==> src/logic/cmfs_pkg.sv <==
// Package of constants, register map and carrier types for the fault supervisor
package cmfs_pkg;
    // ****************************************************************
    // Sizes and timing
    // ****************************************************************
    localparam int NUM_CH = 18;
    localparam int CLK_HZ = 125000000;
    localparam int TICK_MS = 1;
    localparam int TICK_CYCLES = CLK_HZ / 1000 * TICK_MS;
    localparam logic [11:0] RED_FAIL_ON_MS = 12'd1350;
    localparam logic [11:0] RED_FAIL_OFF_MS = 12'd850;
    localparam logic [11:0] WDOG_ON_MS = 12'd1000;
    localparam logic [11:0] WDOG_OFF_MS = 12'd1500;
    localparam logic [11:0] BROWN_ON_MS = 12'd400;
    localparam logic [11:0] BROWN_OFF_MS = 12'd80;
    localparam int FLASH_HALF_MS = 250;
    // ****************************************************************
    // Register map (byte addresses)
    // ****************************************************************
    localparam logic [7:0] OFS_CTRL = 8'h00;
    localparam logic [7:0] OFS_STATUS = 8'h04;
    localparam logic [7:0] OFS_MASK = 8'h08;
    localparam logic [7:0] OFS_FAULT_CH = 8'h0c;
    localparam logic [7:0] OFS_LIVE = 8'h10;
    localparam logic [7:0] OFS_RF_HOLD = 8'h14;
    localparam logic [7:0] OFS_RF_EN = 8'h18;
    // Control bits
    localparam int CTRL_RESET_BIT = 0;
    localparam int CTRL_RFMON_BIT = 1;
    // Status bit positions, shared by the mask
    localparam int ST_AC = 0;
    localparam int ST_WDOG = 1;
    localparam int ST_CONFLICT = 2;
    localparam int ST_REDFAIL = 3;
    localparam int ST_CARD = 4;
    localparam int ST_W = 5;
    localparam logic [ST_W-1:0] MASK_RESET = 5'h00;
    localparam logic [NUM_CH-1:0] RF_EN_RESET = 18'h3ffff;

    // Option straps
    typedef struct packed {
        logic red_fail_long;
        logic wdog_short;
        logic brown_long;
        logic wdog_latch;
        logic relay_pol_inv;
    } cmfs_opt_t;

    // Front panel indicators
    typedef struct packed {
        logic ac_power;
        logic dc_fail;
        logic watchdog_error;
        logic conflict;
        logic red_fail;
        logic dual_ind;
        logic clearance;
        logic card_absent;
        logic diag_fail;
    } cmfs_led_t;
endpackage

==> src/logic/cmfs_supervisor.sv <==
// Fault supervisor: option timing, fault latching, indicators and APB registers
// What this block does
// - Eighteen channels are watched, each with green, yellow and red inputs.
// - A missing programming card forces fault mode until it is back and a reset follows.
// - On a fault the guilty channels and every channel's state are frozen until reset.
// - Nine status lamps plus red, yellow and green lamps per channel are driven.
// - The red fail time is 1350 ms with its switch on and 850 ms with it off.
// - The watchdog time is 1.0 s with its switch on and 1.5 s with it off.
// - The brown-out option selects 400 ms or 80 ms qualification time.
// - Without watchdog latch, a watchdog fault clears after a qualified brown-out.
// - With watchdog latch, a watchdog fault clears only on a reset command.
// - A polarity jumper selects whether high or low relay common means active.
// - Fault mode holds until a front panel, remote or CTRL register reset.
// - Low AC line triggers the monitor and flashes the AC lamp at 2 Hz, 50% duty.
`timescale 1ns/1ps
module cmfs_supervisor #(
    parameter int NUM_CH = cmfs_pkg::NUM_CH,
    parameter int TICK_CYCLES = cmfs_pkg::TICK_CYCLES
) (
    input wire logic pclk,
    input wire logic presetn,
    input wire logic psel,
    input wire logic penable,
    input wire logic pwrite,
    input wire logic [7:0] paddr,
    input wire logic [31:0] pwdata,
    output logic [31:0] prdata,
    output logic pready,
    output logic pslverr,
    input wire logic [NUM_CH-1:0] field_green,
    input wire logic [NUM_CH-1:0] field_yellow,
    input wire logic [NUM_CH-1:0] field_red,
    input wire logic [NUM_CH-1:0] conflict_in,
    input wire logic program_card_absent,
    input wire logic watchdog_pulse,
    input wire logic ac_line_low,
    input wire logic dc_fail_in,
    input wire logic diag_fail_in,
    input wire logic dual_fault_in,
    input wire logic clearance_fault_in,
    input wire logic output_relay_common,
    input wire logic panel_reset,
    input wire logic remote_reset,
    input wire cmfs_pkg::cmfs_opt_t opt,
    output cmfs_pkg::cmfs_led_t status_led,
    output logic [NUM_CH-1:0] ch_led_green,
    output logic [NUM_CH-1:0] ch_led_yellow,
    output logic [NUM_CH-1:0] ch_led_red,
    output logic relay_common_active,
    output logic fault_mode,
    output logic irq
);
    // ****************************************************************
    // Input synchronisers
    // ****************************************************************
    localparam int SW = 4 * NUM_CH + 10;
    logic [SW-1:0] s1_r, s2_r;
    logic [SW-1:0] raw_in;
    logic [NUM_CH-1:0] g_s, y_s, r_s, c_s;
    logic card_s, wd_s, acl_s, dc_s, dg_s, du_s, cl_s, rc_s, pr_s, rr_s;
    cmfs_pkg::cmfs_opt_t opt_s;

    assign raw_in = {field_green, field_yellow, field_red, conflict_in,
        program_card_absent, watchdog_pulse, ac_line_low, dc_fail_in, diag_fail_in,
        dual_fault_in, clearance_fault_in, output_relay_common, panel_reset, remote_reset};

    // Two stages: every non-APB input is foreign to pclk
    always_ff @(posedge pclk or negedge presetn)
    begin
        if (!presetn)
        begin
            s1_r <= '0;
            s2_r <= '0;
        end
        else
        begin
            s1_r <= raw_in;
            s2_r <= s1_r;
        end
    end

    // Options in a separate pair keeps the struct intact
    cmfs_pkg::cmfs_opt_t o1_r, o2_r;
    always_ff @(posedge pclk or negedge presetn)
    begin
        if (!presetn)
        begin
            o1_r <= '0;
            o2_r <= '0;
        end
        else
        begin
            o1_r <= opt;
            o2_r <= o1_r;
        end
    end
    assign opt_s = o2_r;
    assign {g_s, y_s, r_s, c_s} = s2_r[SW-1 -: 4 * NUM_CH];
    assign {card_s, wd_s, acl_s, dc_s, dg_s, du_s, cl_s, rc_s, pr_s, rr_s} = s2_r[9:0];

    // ****************************************************************
    // Millisecond tick and 2 Hz flasher
    // ****************************************************************
    logic [16:0] div_r, div_nxt;
    logic [7:0] fl_cnt_r, fl_cnt_nxt;
    logic flash_r, flash_nxt;
    logic tick;

    // Tick from a divider rather than a second clock
    always_comb
    begin
        tick = (div_r == 17'(TICK_CYCLES - 1));
        div_nxt = tick ? 17'h0 : div_r + 17'h1;
        fl_cnt_nxt = fl_cnt_r;
        flash_nxt = flash_r;
        if (tick)
        begin
            if (fl_cnt_r == 8'(cmfs_pkg::FLASH_HALF_MS - 1))
            begin
                fl_cnt_nxt = 8'h0;
                flash_nxt = ~flash_r; // 250 ms each half
            end
            else
            begin
                fl_cnt_nxt = fl_cnt_r + 8'h1;
            end
        end
    end

    always_ff @(posedge pclk or negedge presetn)
    begin
        if (!presetn)
        begin
            div_r <= 17'h0;
            fl_cnt_r <= 8'h0;
            flash_r <= 1'b0;
        end
        else
        begin
            div_r <= div_nxt;
            fl_cnt_r <= fl_cnt_nxt;
            flash_r <= flash_nxt;
        end
    end

    // ****************************************************************
    // Fault timers and latches
    // ****************************************************************
    logic [11:0] rf_lim, wd_lim, bo_lim;
    logic [NUM_CH-1:0] no_ind;
    logic [11:0] rf_cnt_r [NUM_CH];
    logic [11:0] rf_cnt_nxt [NUM_CH];
    logic [11:0] wd_cnt_r, wd_cnt_nxt, bo_cnt_r, bo_cnt_nxt;
    logic wd_prev_r, wd_prev_nxt;
    logic brown_r, brown_nxt;
    logic wd_flt_r, wd_flt_nxt, cf_flt_r, cf_flt_nxt, rf_flt_r, rf_flt_nxt;
    logic card_flt_r, card_flt_nxt, oth_flt_r, oth_flt_nxt;
    logic [NUM_CH-1:0] fch_r, fch_nxt, hg_r, hg_nxt, hy_r, hy_nxt, hr_r, hr_nxt;
    logic [NUM_CH-1:0] rf_hit;
    logic frozen_r, frozen_nxt;
    logic do_reset, sw_reset, rfmon_r, rfmon_nxt;
    logic [NUM_CH-1:0] rf_en_r, rf_en_nxt;

    assign rf_lim = opt_s.red_fail_long ? cmfs_pkg::RED_FAIL_ON_MS : cmfs_pkg::RED_FAIL_OFF_MS;
    assign wd_lim = opt_s.wdog_short ? cmfs_pkg::WDOG_ON_MS : cmfs_pkg::WDOG_OFF_MS;
    assign bo_lim = opt_s.brown_long ? cmfs_pkg::BROWN_ON_MS : cmfs_pkg::BROWN_OFF_MS;
    assign relay_common_active = opt_s.relay_pol_inv ? ~rc_s : rc_s;
    assign no_ind = ~(g_s | y_s | r_s);
    assign do_reset = pr_s | rr_s | sw_reset;

    // Red fail timers, one per channel
    always_comb
    begin
        for (int i = 0; i < NUM_CH; i++)
        begin
            rf_hit[i] = 1'b0;
            rf_cnt_nxt[i] = rf_cnt_r[i];
            if (!no_ind[i] || !rf_en_r[i] || !rfmon_r || relay_common_active)
                rf_cnt_nxt[i] = 12'h0;
            else if (tick)
            begin
                if (rf_cnt_r[i] >= rf_lim - 12'h1)
                    rf_hit[i] = 1'b1;
                else
                    rf_cnt_nxt[i] = rf_cnt_r[i] + 12'h1;
            end
        end
    end

    // Watchdog, brown-out and latch logic
    always_comb
    begin
        wd_prev_nxt = wd_s;
        wd_cnt_nxt = wd_cnt_r;
        bo_cnt_nxt = bo_cnt_r;
        brown_nxt = brown_r;
        wd_flt_nxt = wd_flt_r;
        cf_flt_nxt = cf_flt_r;
        rf_flt_nxt = rf_flt_r;
        card_flt_nxt = card_flt_r;
        oth_flt_nxt = oth_flt_r;
        fch_nxt = fch_r;
        hg_nxt = frozen_r ? hg_r : g_s;
        hy_nxt = frozen_r ? hy_r : y_s;
        hr_nxt = frozen_r ? hr_r : r_s;
        frozen_nxt = frozen_r;
        if (wd_s != wd_prev_r || brown_r)
            wd_cnt_nxt = 12'h0;
        else if (tick && wd_cnt_r < wd_lim)
            wd_cnt_nxt = wd_cnt_r + 12'h1;
        if (!acl_s)
        begin
            bo_cnt_nxt = 12'h0;
            brown_nxt = 1'b0;
        end
        else if (tick && bo_cnt_r < bo_lim)
            bo_cnt_nxt = bo_cnt_r + 12'h1;
        else if (bo_cnt_r >= bo_lim)
            brown_nxt = 1'b1;
        // Reset first so a new fault in the same cycle still latches
        if (do_reset)
        begin
            wd_flt_nxt = 1'b0;
            cf_flt_nxt = 1'b0;
            rf_flt_nxt = 1'b0;
            card_flt_nxt = 1'b0;
            oth_flt_nxt = 1'b0;
            fch_nxt = '0;
            frozen_nxt = 1'b0;
        end
        if (brown_r && !opt_s.wdog_latch)
            wd_flt_nxt = 1'b0;
        if (!frozen_r || do_reset)
        begin
            if (wd_cnt_r >= wd_lim)
                wd_flt_nxt = 1'b1;
            if (|c_s)
            begin
                cf_flt_nxt = 1'b1;
                fch_nxt = c_s;
            end
            if (|rf_hit)
            begin
                rf_flt_nxt = 1'b1;
                fch_nxt = fch_nxt | rf_hit;
            end
        end
        if (card_s)
            card_flt_nxt = 1'b1; // holds while card is out
        if (du_s || cl_s || dc_s || dg_s)
            oth_flt_nxt = 1'b1;
        if (wd_flt_nxt || cf_flt_nxt || rf_flt_nxt || card_flt_nxt || oth_flt_nxt || brown_r)
            frozen_nxt = 1'b1;
    end

    always_ff @(posedge pclk or negedge presetn)
    begin
        if (!presetn)
        begin
            for (int i = 0; i < NUM_CH; i++)
                rf_cnt_r[i] <= 12'h0;
            wd_cnt_r <= 12'h0;
            bo_cnt_r <= 12'h0;
            wd_prev_r <= 1'b0;
            brown_r <= 1'b0;
            wd_flt_r <= 1'b0;
            cf_flt_r <= 1'b0;
            rf_flt_r <= 1'b0;
            card_flt_r <= 1'b0;
            oth_flt_r <= 1'b0;
            fch_r <= '0;
            hg_r <= '0;
            hy_r <= '0;
            hr_r <= '0;
            frozen_r <= 1'b0;
        end
        else
        begin
            for (int i = 0; i < NUM_CH; i++)
                rf_cnt_r[i] <= rf_cnt_nxt[i];
            wd_cnt_r <= wd_cnt_nxt;
            bo_cnt_r <= bo_cnt_nxt;
            wd_prev_r <= wd_prev_nxt;
            brown_r <= brown_nxt;
            wd_flt_r <= wd_flt_nxt;
            cf_flt_r <= cf_flt_nxt;
            rf_flt_r <= rf_flt_nxt;
            card_flt_r <= card_flt_nxt;
            oth_flt_r <= oth_flt_nxt;
            fch_r <= fch_nxt;
            hg_r <= hg_nxt;
            hy_r <= hy_nxt;
            hr_r <= hr_nxt;
            frozen_r <= frozen_nxt;
        end
    end

    // ****************************************************************
    // Indicators
    // ****************************************************************
    cmfs_pkg::cmfs_led_t led_nxt;
    logic [NUM_CH-1:0] clg_nxt, cly_nxt, clr_nxt;

    // Lamps from flops; channel lamps show frozen state while faulted
    always_comb
    begin
        led_nxt.ac_power = brown_r ? flash_r : 1'b1;
        led_nxt.dc_fail = dc_s;
        led_nxt.watchdog_error = wd_flt_r;
        led_nxt.conflict = cf_flt_r;
        led_nxt.red_fail = rf_flt_r;
        led_nxt.dual_ind = du_s;
        led_nxt.clearance = cl_s;
        led_nxt.card_absent = card_flt_r;
        led_nxt.diag_fail = dg_s;
        clg_nxt = hg_r;
        cly_nxt = hy_r;
        clr_nxt = hr_r | (frozen_r ? fch_r : '0);
    end

    always_ff @(posedge pclk or negedge presetn)
    begin
        if (!presetn)
        begin
            status_led <= '0;
            ch_led_green <= '0;
            ch_led_yellow <= '0;
            ch_led_red <= '0;
        end
        else
        begin
            status_led <= led_nxt;
            ch_led_green <= clg_nxt;
            ch_led_yellow <= cly_nxt;
            ch_led_red <= clr_nxt;
        end
    end
    assign fault_mode = frozen_r;

    // ****************************************************************
    // APB registers and interrupt
    // ****************************************************************
    logic [cmfs_pkg::ST_W-1:0] st_r, st_nxt, mask_r, mask_nxt, ev;
    logic [31:0] rd_nxt;
    logic wr, rd;

    assign wr = psel & penable & pwrite;
    assign rd = psel & ~penable & ~pwrite; // Setup cycle, so data stands at the access edge
    assign pready = 1'b1;
    assign pslverr = 1'b0;
    assign sw_reset = wr && paddr == cmfs_pkg::OFS_CTRL && pwdata[cmfs_pkg::CTRL_RESET_BIT];
    assign ev = {card_flt_r, rf_flt_r, cf_flt_r, wd_flt_r, brown_r};
    assign irq = |(st_r & mask_r);

    // Write-one-to-clear; a new event wins over the clear
    always_comb
    begin
        st_nxt = st_r;
        mask_nxt = mask_r;
        rfmon_nxt = rfmon_r;
        rf_en_nxt = rf_en_r;
        if (wr && paddr == cmfs_pkg::OFS_STATUS)
            st_nxt = st_r & ~pwdata[cmfs_pkg::ST_W-1:0];
        st_nxt = st_nxt | ev;
        if (wr && paddr == cmfs_pkg::OFS_MASK)
            mask_nxt = pwdata[cmfs_pkg::ST_W-1:0];
        if (wr && paddr == cmfs_pkg::OFS_CTRL)
            rfmon_nxt = pwdata[cmfs_pkg::CTRL_RFMON_BIT];
        if (wr && paddr == cmfs_pkg::OFS_RF_EN)
            rf_en_nxt = pwdata[NUM_CH-1:0];
        rd_nxt = 32'h0;
        unique case (paddr)
            cmfs_pkg::OFS_CTRL: rd_nxt = {30'h0, rfmon_r, 1'b0};
            cmfs_pkg::OFS_STATUS: rd_nxt = 32'(st_r);
            cmfs_pkg::OFS_MASK: rd_nxt = 32'(mask_r);
            cmfs_pkg::OFS_FAULT_CH: rd_nxt = 32'(fch_r);
            cmfs_pkg::OFS_LIVE: rd_nxt = {31'h0, frozen_r};
            cmfs_pkg::OFS_RF_HOLD: rd_nxt = 32'(hr_r);
            cmfs_pkg::OFS_RF_EN: rd_nxt = 32'(rf_en_r);
            default: rd_nxt = 32'h0;
        endcase
        if (!rd)
            rd_nxt = prdata;
    end

    always_ff @(posedge pclk or negedge presetn)
    begin
        if (!presetn)
        begin
            st_r <= '0;
            mask_r <= cmfs_pkg::MASK_RESET;
            rfmon_r <= 1'b1;
            rf_en_r <= cmfs_pkg::RF_EN_RESET;
            prdata <= 32'h0;
        end
        else
        begin
            st_r <= st_nxt;
            mask_r <= mask_nxt;
            rfmon_r <= rfmon_nxt;
            rf_en_r <= rf_en_nxt;
            prdata <= rd_nxt;
        end
    end
endmodule

==> config.mk <==
export PLATFORM = sky130hd
export DESIGN_NAME = cmfs_supervisor
export DESIGN_NICKNAME = d
export VERILOG_FILES = /design/src/logic/cmfs_pkg.sv /design/src/logic/cmfs_supervisor.sv
export SDC_FILE = /design/constraint.sdc
export NUM_CORES = 1
export LEC_CHECK = 0
export BUFFER_PORTS_ARGS = -buffer_cell sky130_fd_sc_hd__buf_2
export CORE_UTILIZATION = 60
export CTS_CLUSTER_SIZE = 20
export DETAILED_ROUTE_END_ITERATION = 10
export PLACE_DENSITY = 0.8
export SYNTH_ARGS = -nofsm -noshare
export SYNTH_HDL_FRONTEND = slang
export SYNTH_SLANG_ARGS = --single-unit
==> constraint.sdc <==
create_clock -name pclk -period 5.67 [get_ports pclk]
set_input_delay 0 -clock pclk [delete_from_list [all_inputs] [get_ports pclk]]
set_output_delay 0 -clock pclk [all_outputs]
set_load 0.1 [all_outputs]
**Word-level counts from Yosys, hierarchy flattened**

Cells that the tools add are included.

- Input bits: 132
- Register bits: 644

- Add/sub/neg operators: 23
- Order comparisons: 22
- Equal/unequal tests: 30
- Reductions and logical operators: 155
- Multiplexer cells: 146
- Bitwise operators: 19

Operators with widths:

| cell | number |
|---|---|
| 12-bit two-way mux | 58 |
| 12-bit by 1-bit adder with 12-bit output, second input constant | 20 |
| 12-bit >= comparator | 18 |
| 18-bit one-hot mux with 7 select lines | 1 |
| 18-bit two-way mux | 6 |
| 1-bit two-way mux | 75 |
| 18-bit bitwise OR | 4 |
| 1-bit logical OR | 64 |
| 2-bit AND reduction | 20 |
| 2-bit nonzero test | 20 |
| 1-bit logical NOT | 39 |
| 2-bit inequality test, second input constant | 19 |
| 18-bit OR reduction | 2 |
| 8-bit by 5-bit == test with 1-bit output, second input constant | 3 |
| 11-bit two-way mux | 2 |
| 18-bit inverter | 1 |
| 17-bit by 1-bit adder with 17-bit output, second input constant | 1 |
| 17-bit == test, second input constant | 1 |
| 17-bit two-way mux | 1 |
| 8-bit by 4-bit == test with 1-bit output, second input constant | 2 |
| 12-bit by 11-bit >= comparator with 1-bit output | 1 |
| 12-bit by 9-bit >= comparator with 1-bit output | 1 |
| 12-bit by 11-bit less-than comparator with 1-bit output | 1 |
| 12-bit by 9-bit less-than comparator with 1-bit output | 1 |
| other kinds (18) | 34 |

**Longest topological paths before layout**

- Depth in word-level cells: 16
- Gate-level depth with buffers: 11

**Worst setup path before layout**

No wires, ideal clock.

- Kind: flip-flop to flip-flop
- Start point: register o2_r[4] (netlist name)
- End point: register rf_cnt_r[163] (netlist name)
- Setup slack: 1.656 ns
- Stages on the path, launching flop included: 11
- Data arrival time: 3.882 ns
- Cell sequence: dfrtp_1 inv_1 ha_1 or4_1 a2111oi_2 o31a_1 buf_2 nand4_1 nor3_1 xnor2_1 nor2_1

- Cells in the longest elaborated chain, start to end: 5

RTL lines:

| element | line | text |
|---|---|---|
| start, declared | cmfs_supervisor.sv:83 | `cmfs_pkg::cmfs_opt_t o1_r, o2_r;` |
| start signal, assigned | cmfs_supervisor.sv:94 | `o2_r <= o1_r;` |
| 11-bit two-way mux | cmfs_supervisor.sv:164 | `assign rf_lim = opt_s.red_fail_long ? cmfs_pkg::RED_FAIL_ON_MS : cmfs_pkg::RED_FAIL_OFF_MS;` |
| 11-bit by 1-bit subtractor with 12-bit output | cmfs_supervisor.sv:182 | `if (rf_cnt_r[i] >= rf_lim - 12'h1)` |
| 12-bit >= comparator | cmfs_supervisor.sv:182 |  |
| 2-bit inequality test (no source line) | - |  |
| 2-bit AND reduction (no source line) | - |  |
| end signal, assigned by index | cmfs_supervisor.sv:280 | `rf_cnt_r[i] <= rf_cnt_nxt[i];` |
| end, declared | cmfs_supervisor.sv:151 | `logic [11:0] rf_cnt_r [NUM_CH];` |

Every way passes these cells.
A chain may end at the register's enable or synchronous reset.

**Worst setup path after layout**

- Start point: register o2_r[4] (netlist name)
- End point: register rf_cnt_r[9] (netlist name)

Same word-level chain as after synthesis.

==> impl_metrics.py <==
metrics = {
    "status": {
        "run_status": "finished, final reports clean",
    },
    "power_and_ir_drop": {
        "p_leak_nw": 15.2,
        "power_density_nw_per_um2": 301,
        "p_switching_mw": 2.40,
        "p_clk_frac": 0.452,
        "seqPwrFrac": 0.478,
        "p_comb_frac": 0.070,
        "sw_frac_of_total": 0.243,
        "p_int_mw": 7.47,
        "ir_worst_vdd_mv": 0.367,
    },
    "hold_path": {
        "hp-class": "in -> reg",
        "min_path_cells": 2,
    },
    "final_layout": {
        "fill_cells": 2630,
        "num-nets-final": 3027,
        "drive_above_1_share": 0.159,
        "final_cell_area_um2": 32800,
        "syn2layout_area_growth_pct": 20.8,
    },
    "cts": {
        "htree_num_levels": 2,
        "cts_buffer_depth": 3,
        "root_buffer": "clkbuf_16",
        "post-cts-setup-buffers": 0,
        "clock-sinks": 630,
        "clock_latency_ps": 670,
        "cts_hold_buffers": 181,
        "cts_made_buffers": 61,
        "clk_pin_slew_ps": 60,
        "cts_tree": "done",
        "ctsResizeCount": 0,
    },
    "global_routing": {
        "grt_first_pass_wirelength_mm": 114,
        "grt-ovfl-total": 0,
        "grt_max_degree": 128,
        "grt_pass1_vias": 21300,
        "antenna_found_initial": 3,
        "groute.usage.overall": 0.311,
    },
    "timing": {
        "fin_crit_ps": 4120,
        "fin_setup_tns_ps": 0,
        "hold_viol": 0,
        "finalSetupViolCount": 0,
        "fin_skew_ps": 61.8,
        "rsz0062_at_grt": "no",
        "clock.fmax_mhz": 243,
        "slew_violations": 0,
        "worstMarginPinSlew_ps": 1380,
        "maxSlewHeadroom": 0.0683,
        "min_period_over_period": 0.727,
    },
    "job": {
        "cap_violations": 0,
    },
    "worst_setup_path": {
        "arrival_ps": 4650,
        "rr_worst_depth": 10,
        "required_ps": 6200,
        "end_kind": "register",
        "worst-setup-path-type": "reg -> reg",
        "cp_max_fo": 20,
        "critPathLaunchType": "register",
    },
    "routing": {
        "wl_per_cell_um": 20.9,
        "via_count": 20300,
        "drt-pass1-iter-count": 7,
        "drc_errors": 0,
        "drt_iter0_drc": 1789,
        "detail-route-antenna-nets": 0,
        "vias_per_cell": 5.96,
        "routed_wl_mm": 71.0,
    },
    "yosys": {
        "async_flop_share": 1.00,
        "ys_types": 83,
        "synth.top_cell.area_share": 0.563,
        "synth.avg_cell_area_um2": 11.5,
        "synth_ff_type": "dfrtp_1",
        "yosys.area.top_type": "dfrtp_1",
        "yosys_warnings": 0,
        "synth_area_leaders": "dfrtp_1 56%, ha_1 6.5%, nor2_1 4.0%",
        "synth_edf_count": 0,
        "yosysSeqAreaShare": 0.582,
        "syn_inst": 2356,
        "syn_area_um2": 27100,
        "ys_ff_latch": 630,
    },
    "floorplanning": {
        "rows": 77,
        "fp.dieH_um": 215,
        "design.core.area_um2": 44400,
        "die_w_um": 215,
        "ios": 232,
        "start_util": 0.611,
        "dieArea_um2": 46100,
    },
    "placed_design": {
        "dpl_cell_area_um2": 28700,
        "dp_hpwl_mm": 42.0,
        "portBuffers": 201,
        "gp_congestion": 0.897,
    },
}
## worst max-delay path: stages (launching register included)
cell      delay [ps]
dfrtp_1          380
inv_1            700
buf_4            490
ha_1             340
a211oi_1         240
nand2_1           80
o21ai_0          530
nand4_1          330
or3_1            460
or3_1            330
a21oi_1          140
## routing by layer
| metal | share of wire | global-route usage |
|---|---|---|
| met5 | 0 | 0 |
| met4 | 0.057 | 0.160 |
| met3 | 0.061 | 0.0533 |
| met2 | 0.50 | 0.523 |
| met1 | 0.38 | 0.389 |
## power groups by stage
stage          Clock (mW)  Sequential (mW)  Combinational, mW
6_report             4.46             4.72              0.688
5_1_grt              4.68             4.72              0.727
4_1_cts              4.46             4.71              0.678
3_5_place_dp            0             4.79              0.580
3_3_place_gp            0             4.78              0.567
2_1_floorplan           0             4.98              0.151
## cell usage in the layout, fill, tap and decap left out, types with 13 or more instances in the layout
cell type | synthesis | final
nand3_1 | 65 | 65
nor4_1 | 17 | 17
and4_1 | 15 | 15
a31oi_1 | 17 | 17
dfstp_2 | 19 | 19
a21o_1 | 34 | 34
buf_2 | 8 | 200
nand2_1 | 175 | 175
mux2_2 | 79 | 79
clkbuf_1 | 47 | 13
and3_1 | 49 | 49
xnor2_1 | 74 | 74
or4_1 | 13 | 13
nor3_1 | 40 | 39
or3_1 | 32 | 32
o21ai_0 | 81 | 81
nor4b_1 | 20 | 20
dfrtp_1 | 611 | 610
a211o_1 | 13 | 13
clkbuf_16 | 0 | 61
dlygate4sd3_1 | 0 | 181
conb_1 | 2 | 16
a21oi_1 | 86 | 86
nor2_1 | 288 | 288
nand2b_1 | 18 | 18
xor2_1 | 109 | 109
ha_1 | 141 | 141
nand4_1 | 54 | 54
inv_1 | 75 | 75
## Yosys cell counts, types with 10 or more instances
master,n
dfrtp_1,611
nor2_1,288
nand2_1,175
ha_1,141
xor2_1,109
a21oi_1,86
o21ai_0,81
mux2_2,79
inv_1,75
xnor2_1,74
nand3_1,65
nand4_1,54
and3_1,49
clkbuf_1,47
nor3_1,40
a21o_1,34
or3_1,32
nor4b_1,20
dfstp_2,19
nand2b_1,18
a31oi_1,17
nor4_1,17
buf_4,16
and4_1,15
a211o_1,13
or4_1,13
and2_1,12
a22o_1,11
nor2b_1,11
o31ai_1,10
## logic make-up after synthesis
logic type / after synthesis / synth area share
other cells: 2 / 0.000277
flops: 630 / 0.582
simple gates: 828 / 0.151
fa+ha+maj: 141 / 0.0650
xor+xnor: 183 / 0.0591
buf+inv: 150 / 0.0233
compound gates: 335 / 0.0836
mux: 87 / 0.0357
## flip-flops by register name, summed over array words and instances, names as in the netlist, 5 cells and up
register / cells
fch_r: 18
hr_r: 18
ch_led_yellow: 18
div_r: 17
clg_nxt: 18
ch_led_red: 18
o1_r: 5
o2_r: 5
fl_cnt_r: 8
mask_r: 5
status_led: 9
ch_led_green: 18
s2_r: 82
wd_cnt_r: 12
rf_en_r: 18
rf_cnt_r: 216
s1_r: 82
st_r: 5
prdata: 18
bo_cnt_r: 12
cly_nxt: 18
## stage by stage
stage,setup slack (ps),power [mW],instances,utilization,hold WS [ps]
2_1_floorplan,1660,5.13,2370,-,-296
3_3_place_gp,1790,5.35,3102,0.647,108
3_5_place_dp,1760,5.37,3102,0.647,109
4_1_cts,1620,9.84,3397,0.738,0.273
5_1_grt,1320,10.1,3400,0.738,9.70
6_report,1550,9.87,3400,0.738,10.5
## final timing paths
kind | startpoint | endpoint | slack [ps]
setup / recovery | o2_r[4] | rf_cnt_r[9] | 1550
hold / removal | field_yellow[14] | s1_r[60] | 10
setup reg to reg | o2_r[4] | rf_cnt_r[9] | 1550
hold reg to reg | s1_r[27] | s2_r[27] | 320
max in group asynchronous | presetn | cly_nxt[7] | 3990
min in group asynchronous | presetn | ch_led_yellow[11] | 60
## final cells by class
type	count	area [um2]	share of cell area
Multi-Input combinational cell	1590	10800	0.329
Tap cell	592	741	0.0226
Inverter	76	285	0.00870
Clock inverter	28	475	0.0145
Sequential cell	630	15800	0.482
Timing Repair Buffer	395	2960	0.0904
Antenna cell	3	7.51	0.000229
Clock buffer	86	1740	0.0531
No activity file was read; power rests on OpenSTA's default activity.
